**config.mk**
```make
export PLATFORM = sky130hd
export DESIGN_NAME = isl_status_bank
export DESIGN_NICKNAME = d
export VERILOG_FILES = /design/src/logic/isl_pkg.sv /design/src/logic/isl_flag_cell.sv /design/src/logic/isl_irq_pin.sv /design/src/logic/isl_status_bank.sv
export SDC_FILE = /design/constraint.sdc
export NUM_CORES = 1
export LEC_CHECK = 0
export BUFFER_PORTS_ARGS = -buffer_cell sky130_fd_sc_hd__clkbuf_2
export CAP_MARGIN = 0
export CORE_MARGIN = 5
export CORE_UTILIZATION = 47
export CTS_CLUSTER_DIAMETER = 80
export DETAILED_ROUTE_END_ITERATION = 8
export PLACE_DENSITY_LB_ADDON = 0.12
export SLEW_MARGIN = 20
export SYNTH_ARGS = -nofsm -noshare
export SYNTH_HDL_FRONTEND = slang
export SYNTH_SLANG_ARGS = --single-unit
```
**constraint.sdc**
```tcl
create_clock -name REF_CLK_IN -period 1.8 [get_ports REF_CLK_IN]
set_clock_uncertainty 0.2 [all_clocks]
set_input_delay 0.09 -clock REF_CLK_IN [delete_from_list [all_inputs] [get_ports REF_CLK_IN]]
set_output_delay 0.09 -clock REF_CLK_IN [all_outputs]
set_load 0.01 [all_outputs]
```
**src/logic/isl_pkg.sv**
```systemverilog
// Shared constants of the interrupt status latch bank
package isl_pkg;

    // ==========================================================
    // Sizes
    // ==========================================================
    localparam int unsigned NUM_SRC    = 8;
    localparam int unsigned DATA_W     = 32;
    localparam int unsigned REG_W      = 8;

    // ==========================================================
    // Register indices, byte address is four times the index
    // ==========================================================
    localparam logic [7:0]  IDX_LATCH_EN   = 8'h20;
    localparam logic [7:0]  IDX_LINK_EVENT = 8'h26;
    localparam logic [7:0]  IDX_AMP_A      = 8'h27;
    localparam logic [7:0]  IDX_AMP_B      = 8'h28;
    localparam logic [7:0]  IDX_DLL_LOCK   = 8'h29;
    localparam logic [7:0]  IDX_PIN_SEL    = 8'h2C;
    localparam logic [7:0]  IDX_EVT_STATUS = 8'h30;
    localparam logic [7:0]  IDX_EVT_MASK   = 8'h31;

    // ==========================================================
    // Source slots in enable, pin-select, event and mask words
    // ==========================================================
    localparam int unsigned SRC_LANE   = 0;
    localparam int unsigned SRC_JITTER = 1;
    localparam int unsigned SRC_AMP0   = 2;
    localparam int unsigned SRC_AMP1   = 3;
    localparam int unsigned SRC_AMP2   = 4;
    localparam int unsigned SRC_AMP3   = 5;
    localparam int unsigned SRC_DLL_LO = 6;
    localparam int unsigned SRC_DLL_HI = 7;

    // ==========================================================
    // Bit positions inside the status registers
    // ==========================================================
    localparam int unsigned BIT_LANE   = 5;
    localparam int unsigned BIT_JITTER = 2;
    localparam int unsigned BIT_AMP_HI = 7;
    localparam int unsigned BIT_AMP_LO = 3;
    localparam int unsigned BIT_DLL_HI = 6;
    localparam int unsigned BIT_DLL_LO = 4;

    // ==========================================================
    // Values after reset and bus answers
    // ==========================================================
    localparam logic [7:0]  RST_REG      = 8'h00;
    localparam logic [31:0] RST_WORD     = 32'h0000_0000;
    localparam logic [1:0]  RESP_OKAY    = 2'h0;
    localparam logic [1:0]  RESP_DECERR  = 2'h3;

endpackage

```
**src/logic/isl_flag_cell.sv**
```systemverilog
// One status flag: live or sticky, with clear and event pulse
`timescale 1ns/100ps
module isl_flag_cell (
    input  wire logic clk_in,
    input  wire logic rst_in,
    input  wire logic latch_en_in,
    input  wire logic live_in,
    input  wire logic clear_in,
    output logic      flag_out,
    output logic      request_out,
    output logic      event_out
);

    logic latch_ff;
    logic live_d_ff;
    logic nxt_latch;

    // ==========================================================
    // Sticky latch, set beats a clear in the same cycle
    // ==========================================================
    assign nxt_latch = !latch_en_in ? 1'h0 :
                       live_in      ? 1'h1 :
                       clear_in     ? 1'h0 : latch_ff;

    always_ff @(posedge clk_in) begin
        if (rst_in) begin
            latch_ff  <= 1'h0;
            live_d_ff <= 1'h0;
        end else begin
            latch_ff  <= nxt_latch;
            live_d_ff <= live_in;
        end
    end

    // ==========================================================
    // Read view and pin request
    // ==========================================================
    assign flag_out    = latch_en_in ? latch_ff : live_in;
    assign request_out = latch_en_in & latch_ff;
    assign event_out   = live_in & ~live_d_ff;

endmodule

```
**src/logic/isl_irq_pin.sv**
```systemverilog
// One active-low interrupt pin fed by the sources routed to it
`timescale 1ns/100ps
module isl_irq_pin #(
    parameter int unsigned NUM_SRC  = 8,
    parameter logic        PIN_CODE = 1'h0
) (
    input  wire logic               clk_in,
    input  wire logic               rst_in,
    input  wire logic [NUM_SRC-1:0] request_in,
    input  wire logic [NUM_SRC-1:0] pin_sel_in,
    output logic                    pin_n_out
);

    logic               pin_n_ff;
    logic [NUM_SRC-1:0] routed;

    // ==========================================================
    // Route and combine
    // ==========================================================
    assign routed = request_in & (PIN_CODE ? pin_sel_in : ~pin_sel_in);

    always_ff @(posedge clk_in) begin
        if (rst_in) begin
            pin_n_ff <= 1'h1;
        end else begin
            pin_n_ff <= ~(|routed);
        end
    end

    assign pin_n_out = pin_n_ff;

endmodule

```
**src/logic/isl_status_bank.sv**
```systemverilog
// Interrupt status latch bank with AXI4-Lite register access
//
// The AXI4-Lite register port is this design's own decision.
`timescale 1ns/100ps

module isl_status_bank #(
    parameter int unsigned ADDR_W = 12
) (
    input  wire logic              REF_CLK_IN,
    input  wire logic              SYS_RST_IN,
    input  wire logic              LANE_BUFFER_ERROR_IN,
    input  wire logic              STROBE_OUTSIDE_WINDOW_IN,
    input  wire logic [3:0]        AMP_ERROR_IN,
    input  wire logic [1:0]        DELAY_LOOP_LOCKED_IN,
    input  wire logic [ADDR_W-1:0] S_AXI_AWADDR_IN,
    input  wire logic              S_AXI_AWVALID_IN,
    output logic                   S_AXI_AWREADY_OUT,
    input  wire logic [31:0]       S_AXI_WDATA_IN,
    input  wire logic [3:0]        S_AXI_WSTRB_IN,
    input  wire logic              S_AXI_WVALID_IN,
    output logic                   S_AXI_WREADY_OUT,
    output logic [1:0]             S_AXI_BRESP_OUT,
    output logic                   S_AXI_BVALID_OUT,
    input  wire logic              S_AXI_BREADY_IN,
    input  wire logic [ADDR_W-1:0] S_AXI_ARADDR_IN,
    input  wire logic              S_AXI_ARVALID_IN,
    output logic                   S_AXI_ARREADY_OUT,
    output logic [31:0]            S_AXI_RDATA_OUT,
    output logic [1:0]             S_AXI_RRESP_OUT,
    output logic                   S_AXI_RVALID_OUT,
    input  wire logic              S_AXI_RREADY_IN,
    output logic                   INTERRUPT_OUT_N_FIRST_OUT,
    output logic                   INTERRUPT_OUT_N_SECOND_OUT,
    output logic                   IRQ_OUT
);

    localparam int unsigned N = isl_pkg::NUM_SRC;

    // ==========================================================
    // Declarations
    // ==========================================================
    logic [ADDR_W-1:0] aw_addr_ff;
    logic [ADDR_W-1:0] nxt_aw_addr;
    logic [31:0]       w_data_ff;
    logic [31:0]       nxt_w_data;
    logic [3:0]        w_strb_ff;
    logic [3:0]        nxt_w_strb;
    logic              aw_got_ff;
    logic              nxt_aw_got;
    logic              w_got_ff;
    logic              nxt_w_got;
    logic              bvalid_ff;
    logic              nxt_bvalid;
    logic [1:0]        bresp_ff;
    logic [1:0]        nxt_bresp;
    logic              rvalid_ff;
    logic              nxt_rvalid;
    logic [1:0]        rresp_ff;
    logic [1:0]        nxt_rresp;
    logic [31:0]       rdata_ff;
    logic [31:0]       nxt_rdata;

    logic [N-1:0]      latch_en_ff;
    logic [N-1:0]      nxt_latch_en;
    logic [N-1:0]      pin_sel_ff;
    logic [N-1:0]      nxt_pin_sel;
    logic [N-1:0]      evt_mask_ff;
    logic [N-1:0]      nxt_evt_mask;
    logic [N-1:0]      evt_status_ff;
    logic [N-1:0]      nxt_evt_status;
    logic              irq_ff;

    logic              aw_take;
    logic              w_take;
    logic              ar_take;
    logic              wr_fire;
    logic [7:0]        wr_idx;
    logic              wr_hi_ok;
    logic              wr_lane0;
    logic [7:0]        wr_byte;
    logic              wr_link;
    logic              wr_amp_a;
    logic              wr_amp_b;
    logic              wr_dll;
    logic              wr_en_reg;
    logic              wr_sel_reg;
    logic              wr_evt_st;
    logic              wr_evt_mk;
    logic              wr_mapped;

    logic [7:0]        rd_idx;
    logic              rd_hi_ok;
    logic              rd_mapped;
    logic [7:0]        rd_byte;

    logic [N-1:0]      src_live;
    logic [N-1:0]      src_clear;
    logic [N-1:0]      src_flag;
    logic [N-1:0]      src_request;
    logic [N-1:0]      src_event;

    logic [7:0]        link_word;
    logic [7:0]        amp_a_word;
    logic [7:0]        amp_b_word;
    logic [7:0]        dll_word;

    // ==========================================================
    // Source vector, slot order fixed by the package
    // ==========================================================
    assign src_live[isl_pkg::SRC_LANE]   = LANE_BUFFER_ERROR_IN;
    assign src_live[isl_pkg::SRC_JITTER] = STROBE_OUTSIDE_WINDOW_IN;
    assign src_live[isl_pkg::SRC_AMP0]   = AMP_ERROR_IN[0];
    assign src_live[isl_pkg::SRC_AMP1]   = AMP_ERROR_IN[1];
    assign src_live[isl_pkg::SRC_AMP2]   = AMP_ERROR_IN[2];
    assign src_live[isl_pkg::SRC_AMP3]   = AMP_ERROR_IN[3];
    assign src_live[isl_pkg::SRC_DLL_LO] = DELAY_LOOP_LOCKED_IN[0];
    assign src_live[isl_pkg::SRC_DLL_HI] = DELAY_LOOP_LOCKED_IN[1];

    // ==========================================================
    // Write channel handshakes
    // ==========================================================
    // Address and data held until both arrive, in either order
    assign S_AXI_AWREADY_OUT = !aw_got_ff && !bvalid_ff;
    assign S_AXI_WREADY_OUT  = !w_got_ff && !bvalid_ff;
    assign aw_take           = S_AXI_AWVALID_IN && S_AXI_AWREADY_OUT;
    assign w_take            = S_AXI_WVALID_IN && S_AXI_WREADY_OUT;
    assign wr_fire           = aw_got_ff && w_got_ff && !bvalid_ff;

    assign nxt_aw_addr = aw_take ? S_AXI_AWADDR_IN : aw_addr_ff;
    assign nxt_w_data  = w_take ? S_AXI_WDATA_IN : w_data_ff;
    assign nxt_w_strb  = w_take ? S_AXI_WSTRB_IN : w_strb_ff;
    assign nxt_aw_got  = wr_fire ? 1'h0 : (aw_take ? 1'h1 : aw_got_ff);
    assign nxt_w_got   = wr_fire ? 1'h0 : (w_take ? 1'h1 : w_got_ff);
    assign nxt_bvalid  = wr_fire ? 1'h1 :
                         (S_AXI_BREADY_IN ? 1'h0 : bvalid_ff);
    assign nxt_bresp   = wr_fire ? (wr_mapped ? isl_pkg::RESP_OKAY :
                                    isl_pkg::RESP_DECERR) : bresp_ff;

    // ==========================================================
    // Write decode
    // ==========================================================
    assign wr_idx     = aw_addr_ff[9:2];
    assign wr_hi_ok   = (aw_addr_ff[ADDR_W-1:10] == '0);
    assign wr_lane0   = wr_fire && wr_hi_ok && w_strb_ff[0];
    assign wr_byte    = w_data_ff[7:0];
    assign wr_link    = wr_lane0 && (wr_idx == isl_pkg::IDX_LINK_EVENT);
    assign wr_amp_a   = wr_lane0 && (wr_idx == isl_pkg::IDX_AMP_A);
    assign wr_amp_b   = wr_lane0 && (wr_idx == isl_pkg::IDX_AMP_B);
    assign wr_dll     = wr_lane0 && (wr_idx == isl_pkg::IDX_DLL_LOCK);
    assign wr_en_reg  = wr_lane0 && (wr_idx == isl_pkg::IDX_LATCH_EN);
    assign wr_sel_reg = wr_lane0 && (wr_idx == isl_pkg::IDX_PIN_SEL);
    assign wr_evt_st  = wr_lane0 && (wr_idx == isl_pkg::IDX_EVT_STATUS);
    assign wr_evt_mk  = wr_lane0 && (wr_idx == isl_pkg::IDX_EVT_MASK);
    assign wr_mapped  = wr_hi_ok &&
                        ((wr_idx == isl_pkg::IDX_LINK_EVENT) ||
                         (wr_idx == isl_pkg::IDX_AMP_A) ||
                         (wr_idx == isl_pkg::IDX_AMP_B) ||
                         (wr_idx == isl_pkg::IDX_DLL_LOCK) ||
                         (wr_idx == isl_pkg::IDX_LATCH_EN) ||
                         (wr_idx == isl_pkg::IDX_PIN_SEL) ||
                         (wr_idx == isl_pkg::IDX_EVT_STATUS) ||
                         (wr_idx == isl_pkg::IDX_EVT_MASK));

    // ==========================================================
    // Clear requests toward the flag cells
    // ==========================================================
    // Lane and jitter flags clear on any write with byte lane 0 strobed to the link event register, whatever the data
    assign src_clear[isl_pkg::SRC_LANE]   = wr_link;
    assign src_clear[isl_pkg::SRC_JITTER] = wr_link;
    assign src_clear[isl_pkg::SRC_AMP0]   =
        wr_amp_a && wr_byte[isl_pkg::BIT_AMP_LO];
    assign src_clear[isl_pkg::SRC_AMP1]   =
        wr_amp_a && wr_byte[isl_pkg::BIT_AMP_HI];
    assign src_clear[isl_pkg::SRC_AMP2]   =
        wr_amp_b && wr_byte[isl_pkg::BIT_AMP_LO];
    assign src_clear[isl_pkg::SRC_AMP3]   =
        wr_amp_b && wr_byte[isl_pkg::BIT_AMP_HI];
    assign src_clear[isl_pkg::SRC_DLL_LO] =
        wr_dll && wr_byte[isl_pkg::BIT_DLL_LO];
    assign src_clear[isl_pkg::SRC_DLL_HI] =
        wr_dll && wr_byte[isl_pkg::BIT_DLL_HI];

    // ==========================================================
    // Control registers
    // ==========================================================
    assign nxt_latch_en = wr_en_reg ? wr_byte : latch_en_ff;
    assign nxt_pin_sel  = wr_sel_reg ? wr_byte : pin_sel_ff;
    assign nxt_evt_mask = wr_evt_mk ? wr_byte : evt_mask_ff;
    // New events win over a write-one clear in the same cycle
    assign nxt_evt_status = (evt_status_ff & ~(wr_evt_st ? wr_byte : '0))
                            | src_event;

    // ==========================================================
    // Flag cells, one per source
    // ==========================================================
    genvar gi;
    generate
        for (gi = 0; gi < N; gi++) begin : g_src
            isl_flag_cell u_cell (
                .clk_in      (REF_CLK_IN),
                .rst_in      (SYS_RST_IN),
                .latch_en_in (latch_en_ff[gi]),
                .live_in     (src_live[gi]),
                .clear_in    (src_clear[gi]),
                .flag_out    (src_flag[gi]),
                .request_out (src_request[gi]),
                .event_out   (src_event[gi])
            );
        end
    endgenerate

    // ==========================================================
    // Status words, reserved bits read zero
    // ==========================================================
    always_comb begin
        link_word  = isl_pkg::RST_REG;
        amp_a_word = isl_pkg::RST_REG;
        amp_b_word = isl_pkg::RST_REG;
        dll_word   = isl_pkg::RST_REG;
        link_word[isl_pkg::BIT_LANE]    = src_flag[isl_pkg::SRC_LANE];
        link_word[isl_pkg::BIT_JITTER]  = src_flag[isl_pkg::SRC_JITTER];
        amp_a_word[isl_pkg::BIT_AMP_HI] = src_flag[isl_pkg::SRC_AMP1];
        amp_a_word[isl_pkg::BIT_AMP_LO] = src_flag[isl_pkg::SRC_AMP0];
        amp_b_word[isl_pkg::BIT_AMP_HI] = src_flag[isl_pkg::SRC_AMP3];
        amp_b_word[isl_pkg::BIT_AMP_LO] = src_flag[isl_pkg::SRC_AMP2];
        dll_word[isl_pkg::BIT_DLL_HI]   = src_flag[isl_pkg::SRC_DLL_HI];
        dll_word[isl_pkg::BIT_DLL_LO]   = src_flag[isl_pkg::SRC_DLL_LO];
    end

    // ==========================================================
    // Read channel
    // ==========================================================
    // One read outstanding; address is taken only when idle
    assign S_AXI_ARREADY_OUT = !rvalid_ff;
    assign ar_take   = S_AXI_ARVALID_IN && S_AXI_ARREADY_OUT;
    assign rd_idx    = S_AXI_ARADDR_IN[9:2];
    assign rd_hi_ok  = (S_AXI_ARADDR_IN[ADDR_W-1:10] == '0);
    assign rd_byte   = (rd_idx == isl_pkg::IDX_LINK_EVENT) ? link_word :
                       (rd_idx == isl_pkg::IDX_AMP_A)      ? amp_a_word :
                       (rd_idx == isl_pkg::IDX_AMP_B)      ? amp_b_word :
                       (rd_idx == isl_pkg::IDX_DLL_LOCK)   ? dll_word :
                       (rd_idx == isl_pkg::IDX_LATCH_EN)   ? latch_en_ff :
                       (rd_idx == isl_pkg::IDX_PIN_SEL)    ? pin_sel_ff :
                       (rd_idx == isl_pkg::IDX_EVT_STATUS) ? evt_status_ff :
                       (rd_idx == isl_pkg::IDX_EVT_MASK)   ? evt_mask_ff :
                                                             isl_pkg::RST_REG;
    assign rd_mapped = rd_hi_ok &&
                       ((rd_idx == isl_pkg::IDX_LINK_EVENT) ||
                        (rd_idx == isl_pkg::IDX_AMP_A) ||
                        (rd_idx == isl_pkg::IDX_AMP_B) ||
                        (rd_idx == isl_pkg::IDX_DLL_LOCK) ||
                        (rd_idx == isl_pkg::IDX_LATCH_EN) ||
                        (rd_idx == isl_pkg::IDX_PIN_SEL) ||
                        (rd_idx == isl_pkg::IDX_EVT_STATUS) ||
                        (rd_idx == isl_pkg::IDX_EVT_MASK));

    assign nxt_rvalid = ar_take ? 1'h1 :
                        (S_AXI_RREADY_IN ? 1'h0 : rvalid_ff);
    assign nxt_rdata  = !ar_take ? rdata_ff :
                        rd_mapped ? {24'h00_0000, rd_byte} : isl_pkg::RST_WORD;
    assign nxt_rresp  = !ar_take ? rresp_ff :
                        rd_mapped ? isl_pkg::RESP_OKAY : isl_pkg::RESP_DECERR;

    // ==========================================================
    // Bus state registers
    // ==========================================================
    always_ff @(posedge REF_CLK_IN) begin
        if (SYS_RST_IN) begin
            aw_got_ff <= 1'h0;
            w_got_ff  <= 1'h0;
            bvalid_ff <= 1'h0;
            bresp_ff  <= isl_pkg::RESP_OKAY;
            rvalid_ff <= 1'h0;
            rresp_ff  <= isl_pkg::RESP_OKAY;
            rdata_ff  <= isl_pkg::RST_WORD;
        end else begin
            aw_got_ff <= nxt_aw_got;
            w_got_ff  <= nxt_w_got;
            bvalid_ff <= nxt_bvalid;
            bresp_ff  <= nxt_bresp;
            rvalid_ff <= nxt_rvalid;
            rresp_ff  <= nxt_rresp;
            rdata_ff  <= nxt_rdata;
        end
    end

    // Payload holders need no reset, they are qualified by the flags
    always_ff @(posedge REF_CLK_IN) begin
        aw_addr_ff <= nxt_aw_addr;
        w_data_ff  <= nxt_w_data;
        w_strb_ff  <= nxt_w_strb;
    end

    // ==========================================================
    // Control and event registers
    // ==========================================================
    always_ff @(posedge REF_CLK_IN) begin
        if (SYS_RST_IN) begin
            latch_en_ff   <= isl_pkg::RST_REG;
            pin_sel_ff    <= isl_pkg::RST_REG;
            evt_mask_ff   <= isl_pkg::RST_REG;
            evt_status_ff <= isl_pkg::RST_REG;
            irq_ff        <= 1'h0;
        end else begin
            latch_en_ff   <= nxt_latch_en;
            pin_sel_ff    <= nxt_pin_sel;
            evt_mask_ff   <= nxt_evt_mask;
            evt_status_ff <= nxt_evt_status;
            irq_ff        <= |(evt_status_ff & evt_mask_ff);
        end
    end

    // ==========================================================
    // Interrupt pins
    // ==========================================================
    isl_irq_pin #(
        .NUM_SRC  (N),
        .PIN_CODE (1'h0)
    ) u_pin_first (
        .clk_in     (REF_CLK_IN),
        .rst_in     (SYS_RST_IN),
        .request_in (src_request),
        .pin_sel_in (pin_sel_ff),
        .pin_n_out  (INTERRUPT_OUT_N_FIRST_OUT)
    );

    isl_irq_pin #(
        .NUM_SRC  (N),
        .PIN_CODE (1'h1)
    ) u_pin_second (
        .clk_in     (REF_CLK_IN),
        .rst_in     (SYS_RST_IN),
        .request_in (src_request),
        .pin_sel_in (pin_sel_ff),
        .pin_n_out  (INTERRUPT_OUT_N_SECOND_OUT)
    );

    // ==========================================================
    // Bus outputs
    // ==========================================================
    assign S_AXI_BVALID_OUT = bvalid_ff;
    assign S_AXI_BRESP_OUT  = bresp_ff;
    assign S_AXI_RVALID_OUT = rvalid_ff;
    assign S_AXI_RRESP_OUT  = rresp_ff;
    assign S_AXI_RDATA_OUT  = rdata_ff;
    assign IRQ_OUT          = irq_ff;

endmodule

```
==> run summary <==
Req. time, crit path - 1.82 ns
final std cells w/o fill - 657
CTS tree - done
reg2reg end - g_src[1].u_cell.latch_ff
period utilisation layout - 1.048
total grt overflow - 0
share of cells above drive strength 1 - 0.2736
CP Data Arrival Time - 1.91 ns
sequential share of the synthesized area - 0.4691
Worst Hold Depth - 5
H-tree lvl count - 3
Crit Path Class - flop to flop
Final GP Congestion - 0.9031
total CTS buffers - 9
# fillers - 680
All-Layer GR Usage - 0.2137
Worst Reg-to-Reg Cells - 5
Mean Syn Cell Area - 9.523 µm²
RSZ-0062 raised after global routing - true
DRC viols - 0
synth unique cells - 52
Core Box Area - 0.008258 mm²
asr flop ratio synth - 0
most frequent cells after synthesis - 65 x dfxtp_1, 50 x nor2_1, 33 x mux2i_1
power after layout - 3.997 mW
Leakage - 2.092 nW
DP HPWL - 7.841 mm
Critical Path End Type - flop
vias per inst - 5.306
port bufs - 63
area grow syn2layout - 31.80%
Synth Register Bits - 84
deepest clock path buffer count - 2
mapped cell area - 0.003990 mm²
number of global-route vias before repair - 3359
leading area contributor after synthesis - dfxtp_1
maxcap violations - 0
number of flops mapped to enable cells by yosys - 19
Final setup violation count - 23
Reg clk slew, reported paths - 0.08 ns
Worst-Skew Late Latency - 0.35 ns
Achievable Freq - 0.5301 GHz
# IOs - 119
Initial Utilization - 0.4832
Setup crit start kind - flop
top-count cell post-synth - dfxtp_1
Avg WL per Cell - 16.42 µm
CTS Root Cell - clkbuf_8
failing checks - negative hold slack, negative setup slack
vias - 3486
Final Net Count - 622
post-layout min period - 1.886 ns
fin. max-slew vios - 0
worst hold slack - -0.007016 ns
Hold Crit Start - S_AXI_ARADDR_IN[3]
Placement Rows - 33
Crit Path Max Fanout - 3
ANT cells - 0
total clock sinks - 84
Post-DRT Antenna Nets - 0
final hold violations - 1
drt first pass iters - 4
die height - 102.1 µm
antenna violations before repair - 0
worst min-delay path class - input port to flop
Synth area leaders - dfxtp_1 33%, edfxtp_1 14%, mux2i_1 8.3%, buf_4 4.9%, nor2_1 4.7%
Synth Instances - 419
PD cells - 760.1 mW/mm²
Final Instance Area - 0.005259 mm²
run status - finished, violations left
Total Neg Setup Slack - -0.7664 ns
FF-to-FF Start - aw_addr_ff[10]
Util after Layout - 0.6368
top_reg_cell synth - dfxtp_1
Area after DPL - 0.004558 mm²
final wirelength - 10.79 mm
worst setup margin - -0.08639 ns
synth warn - 0
Placed Cells - 600
Hold Crit Endpoint - S_AXI_RDATA_OUT[6]
share of the synthesized area in the top cell type - 0.3261
pin count of the biggest net entering global routing - 50
chip width - 102.1 µm
maximum vdd drop - 0.4861 mV
die area - 0.01043 mm²
first-pass GRT wire length - 17.17 mm
DR iter-0 viols - 177
r2r setup slk - -0.09 ns
-- layout make-up --
cell class	count	area, µm²	share of cell area
Multi-Input combinational cell	305	1996	0.3795
Inverter	12	45.04	0.008565
Sequential cell	84	1876	0.3567
Timing Repair Buffer	135	989.7	0.1882
Clock inverter	4	55.05	0.01047
Tap cell	105	131.4	0.02498
Clock buffer	12	166.4	0.03164
-- cells in the final DEF (no fill, tap or decap), types with 3 or more instances in the layout --
cell	instances
clkbuf_2	63
dfxtp_1	62
nor2_1	47
dlygate4sd3_1	34
buf_4	32
mux2i_1	31
conb_1	24
a21oi_1	23
nand2_1	20
edfxtp_1	19
nand2b_1	16
o21ai_0	14
inv_1	12
o22ai_1	11
nand3_1	11
clkbuf_8	10
o211ai_1	9
a31oi_1	9
a21bo_2	8
nor2b_1	6
a22oi_1	6
o21a_1	5
nor3_1	5
a32oi_1	4
o31ai_1	4
dfxtp_2	3
nand3b_1	3
nor3b_1	3
nor4_4	3
buf_6	3
buf_12	3
-- per-layer routing --
| layer | part of all wire | up-vias | global-route usage |
|---|---|---|---|
| li1 | - | 1735 | - |
| met2 | 0.49 | 106 | 0.3543 |
| met3 | 0.055 | 9 | 0.04369 |
| met5 | 0 | - | 0 |
| met1 | 0.44 | 1636 | 0.2866 |
| met4 | 0.011 | 0 | 0.05247 |
-- what timing repair did --
| action | 4_1_cts | 5_1_grt |
|---|---|---|
| pin swaps | 1 | 5 |
| resized for setup | 3 | 18 |
| buffers inserted | 3 | 4 |
| endpoints found under the hold margin | 53 | 0 |
| hold buffers | 36 | 0 |
| endpoints found under the setup margin | 26 | 45 |
-- worst max path at each step --
| stage | start | end | slack [ns] | cells past startpoint |
|---|---|---|---|---|
| finish | aw_addr_ff[10] | g_src[1].u_cell.latch_ff | -0.09 | 5 |
| global route | aw_addr_ff[10] | latch_en_ff[7] | -0.19 | 6 |
| CTS | aw_addr_ff[11] | g_src[1].u_cell.latch_ff | -0.11 | 5 |
| detailed placement | aw_addr_ff[10] | g_src[0].u_cell.latch_ff | -0.11 | 5 |
| global placement | aw_addr_ff[10] | g_src[0].u_cell.latch_ff | -0.07 | 5 |
| floorplan | S_AXI_BVALID_OUT | pin_sel_ff[7] | -0.11 | 5 |
-- through the flow --
| stage | hold slack, ns | setup WS [ns] |
|---|---|---|
| floorplan | -0.01113 | -0.1092 |
| global placement | 0.06718 | -0.06826 |
| detailed placement | 0.06863 | -0.1065 |
| CTS | 0.008037 | -0.1103 |
| global route | 0.04618 | -0.1877 |
| finish | -0.007016 | -0.08639 |
-- worst max-delay path, cell delays in order, from the launching register on --
cell	delay, ns
edfxtp_1	0.43
nor3b_2	0.24
nand2b_1	0.16
or4_4	0.53
a21oi_2	0.15
nor3b_1	0.05
-- cell families after synthesis --
family / Yosys count / synth area share
flip-flops: 84 / 0.4691
multiplexers: 33 / 0.08279
AO/OA/AOI/OAI: 107 / 0.1787
AND/OR/NAND/NOR: 140 / 0.1913
buffers and inverters: 53 / 0.07495
other: 1 / 0.0009398
XOR/XNOR: 1 / 0.002195
-- registers in the layout, indices dropped and copies added (netlist names) --
signal / count
w_got_ff: 1
g_src.u_cell.live_d_ff: 8
u_pin_second.pin_n_out: 1
S_AXI_BRESP_OUT: 1
evt_status_ff: 8
pin_sel_ff: 8
aw_addr_ff: 10
u_pin_first.pin_n_out: 1
aw_got_ff: 1
w_data_ff: 8
g_src.u_cell.latch_ff: 8
IRQ_OUT: 1
latch_en_ff: 8
evt_mask_ff: 8
S_AXI_RVALID_OUT: 1
S_AXI_RRESP_OUT: 1
w_strb_ff: 1
S_AXI_RDATA_OUT: 8
S_AXI_BVALID_OUT: 1
-- where the power goes --
| group | switching, mW | internal (mW) |
|---|---|---|
| clock network | 0.682 | 0.769 |
| registers | 0.0623 | 2.00 |
| logic | 0.258 | 0.228 |
No activity file was read; power rests on OpenSTA's default activity.
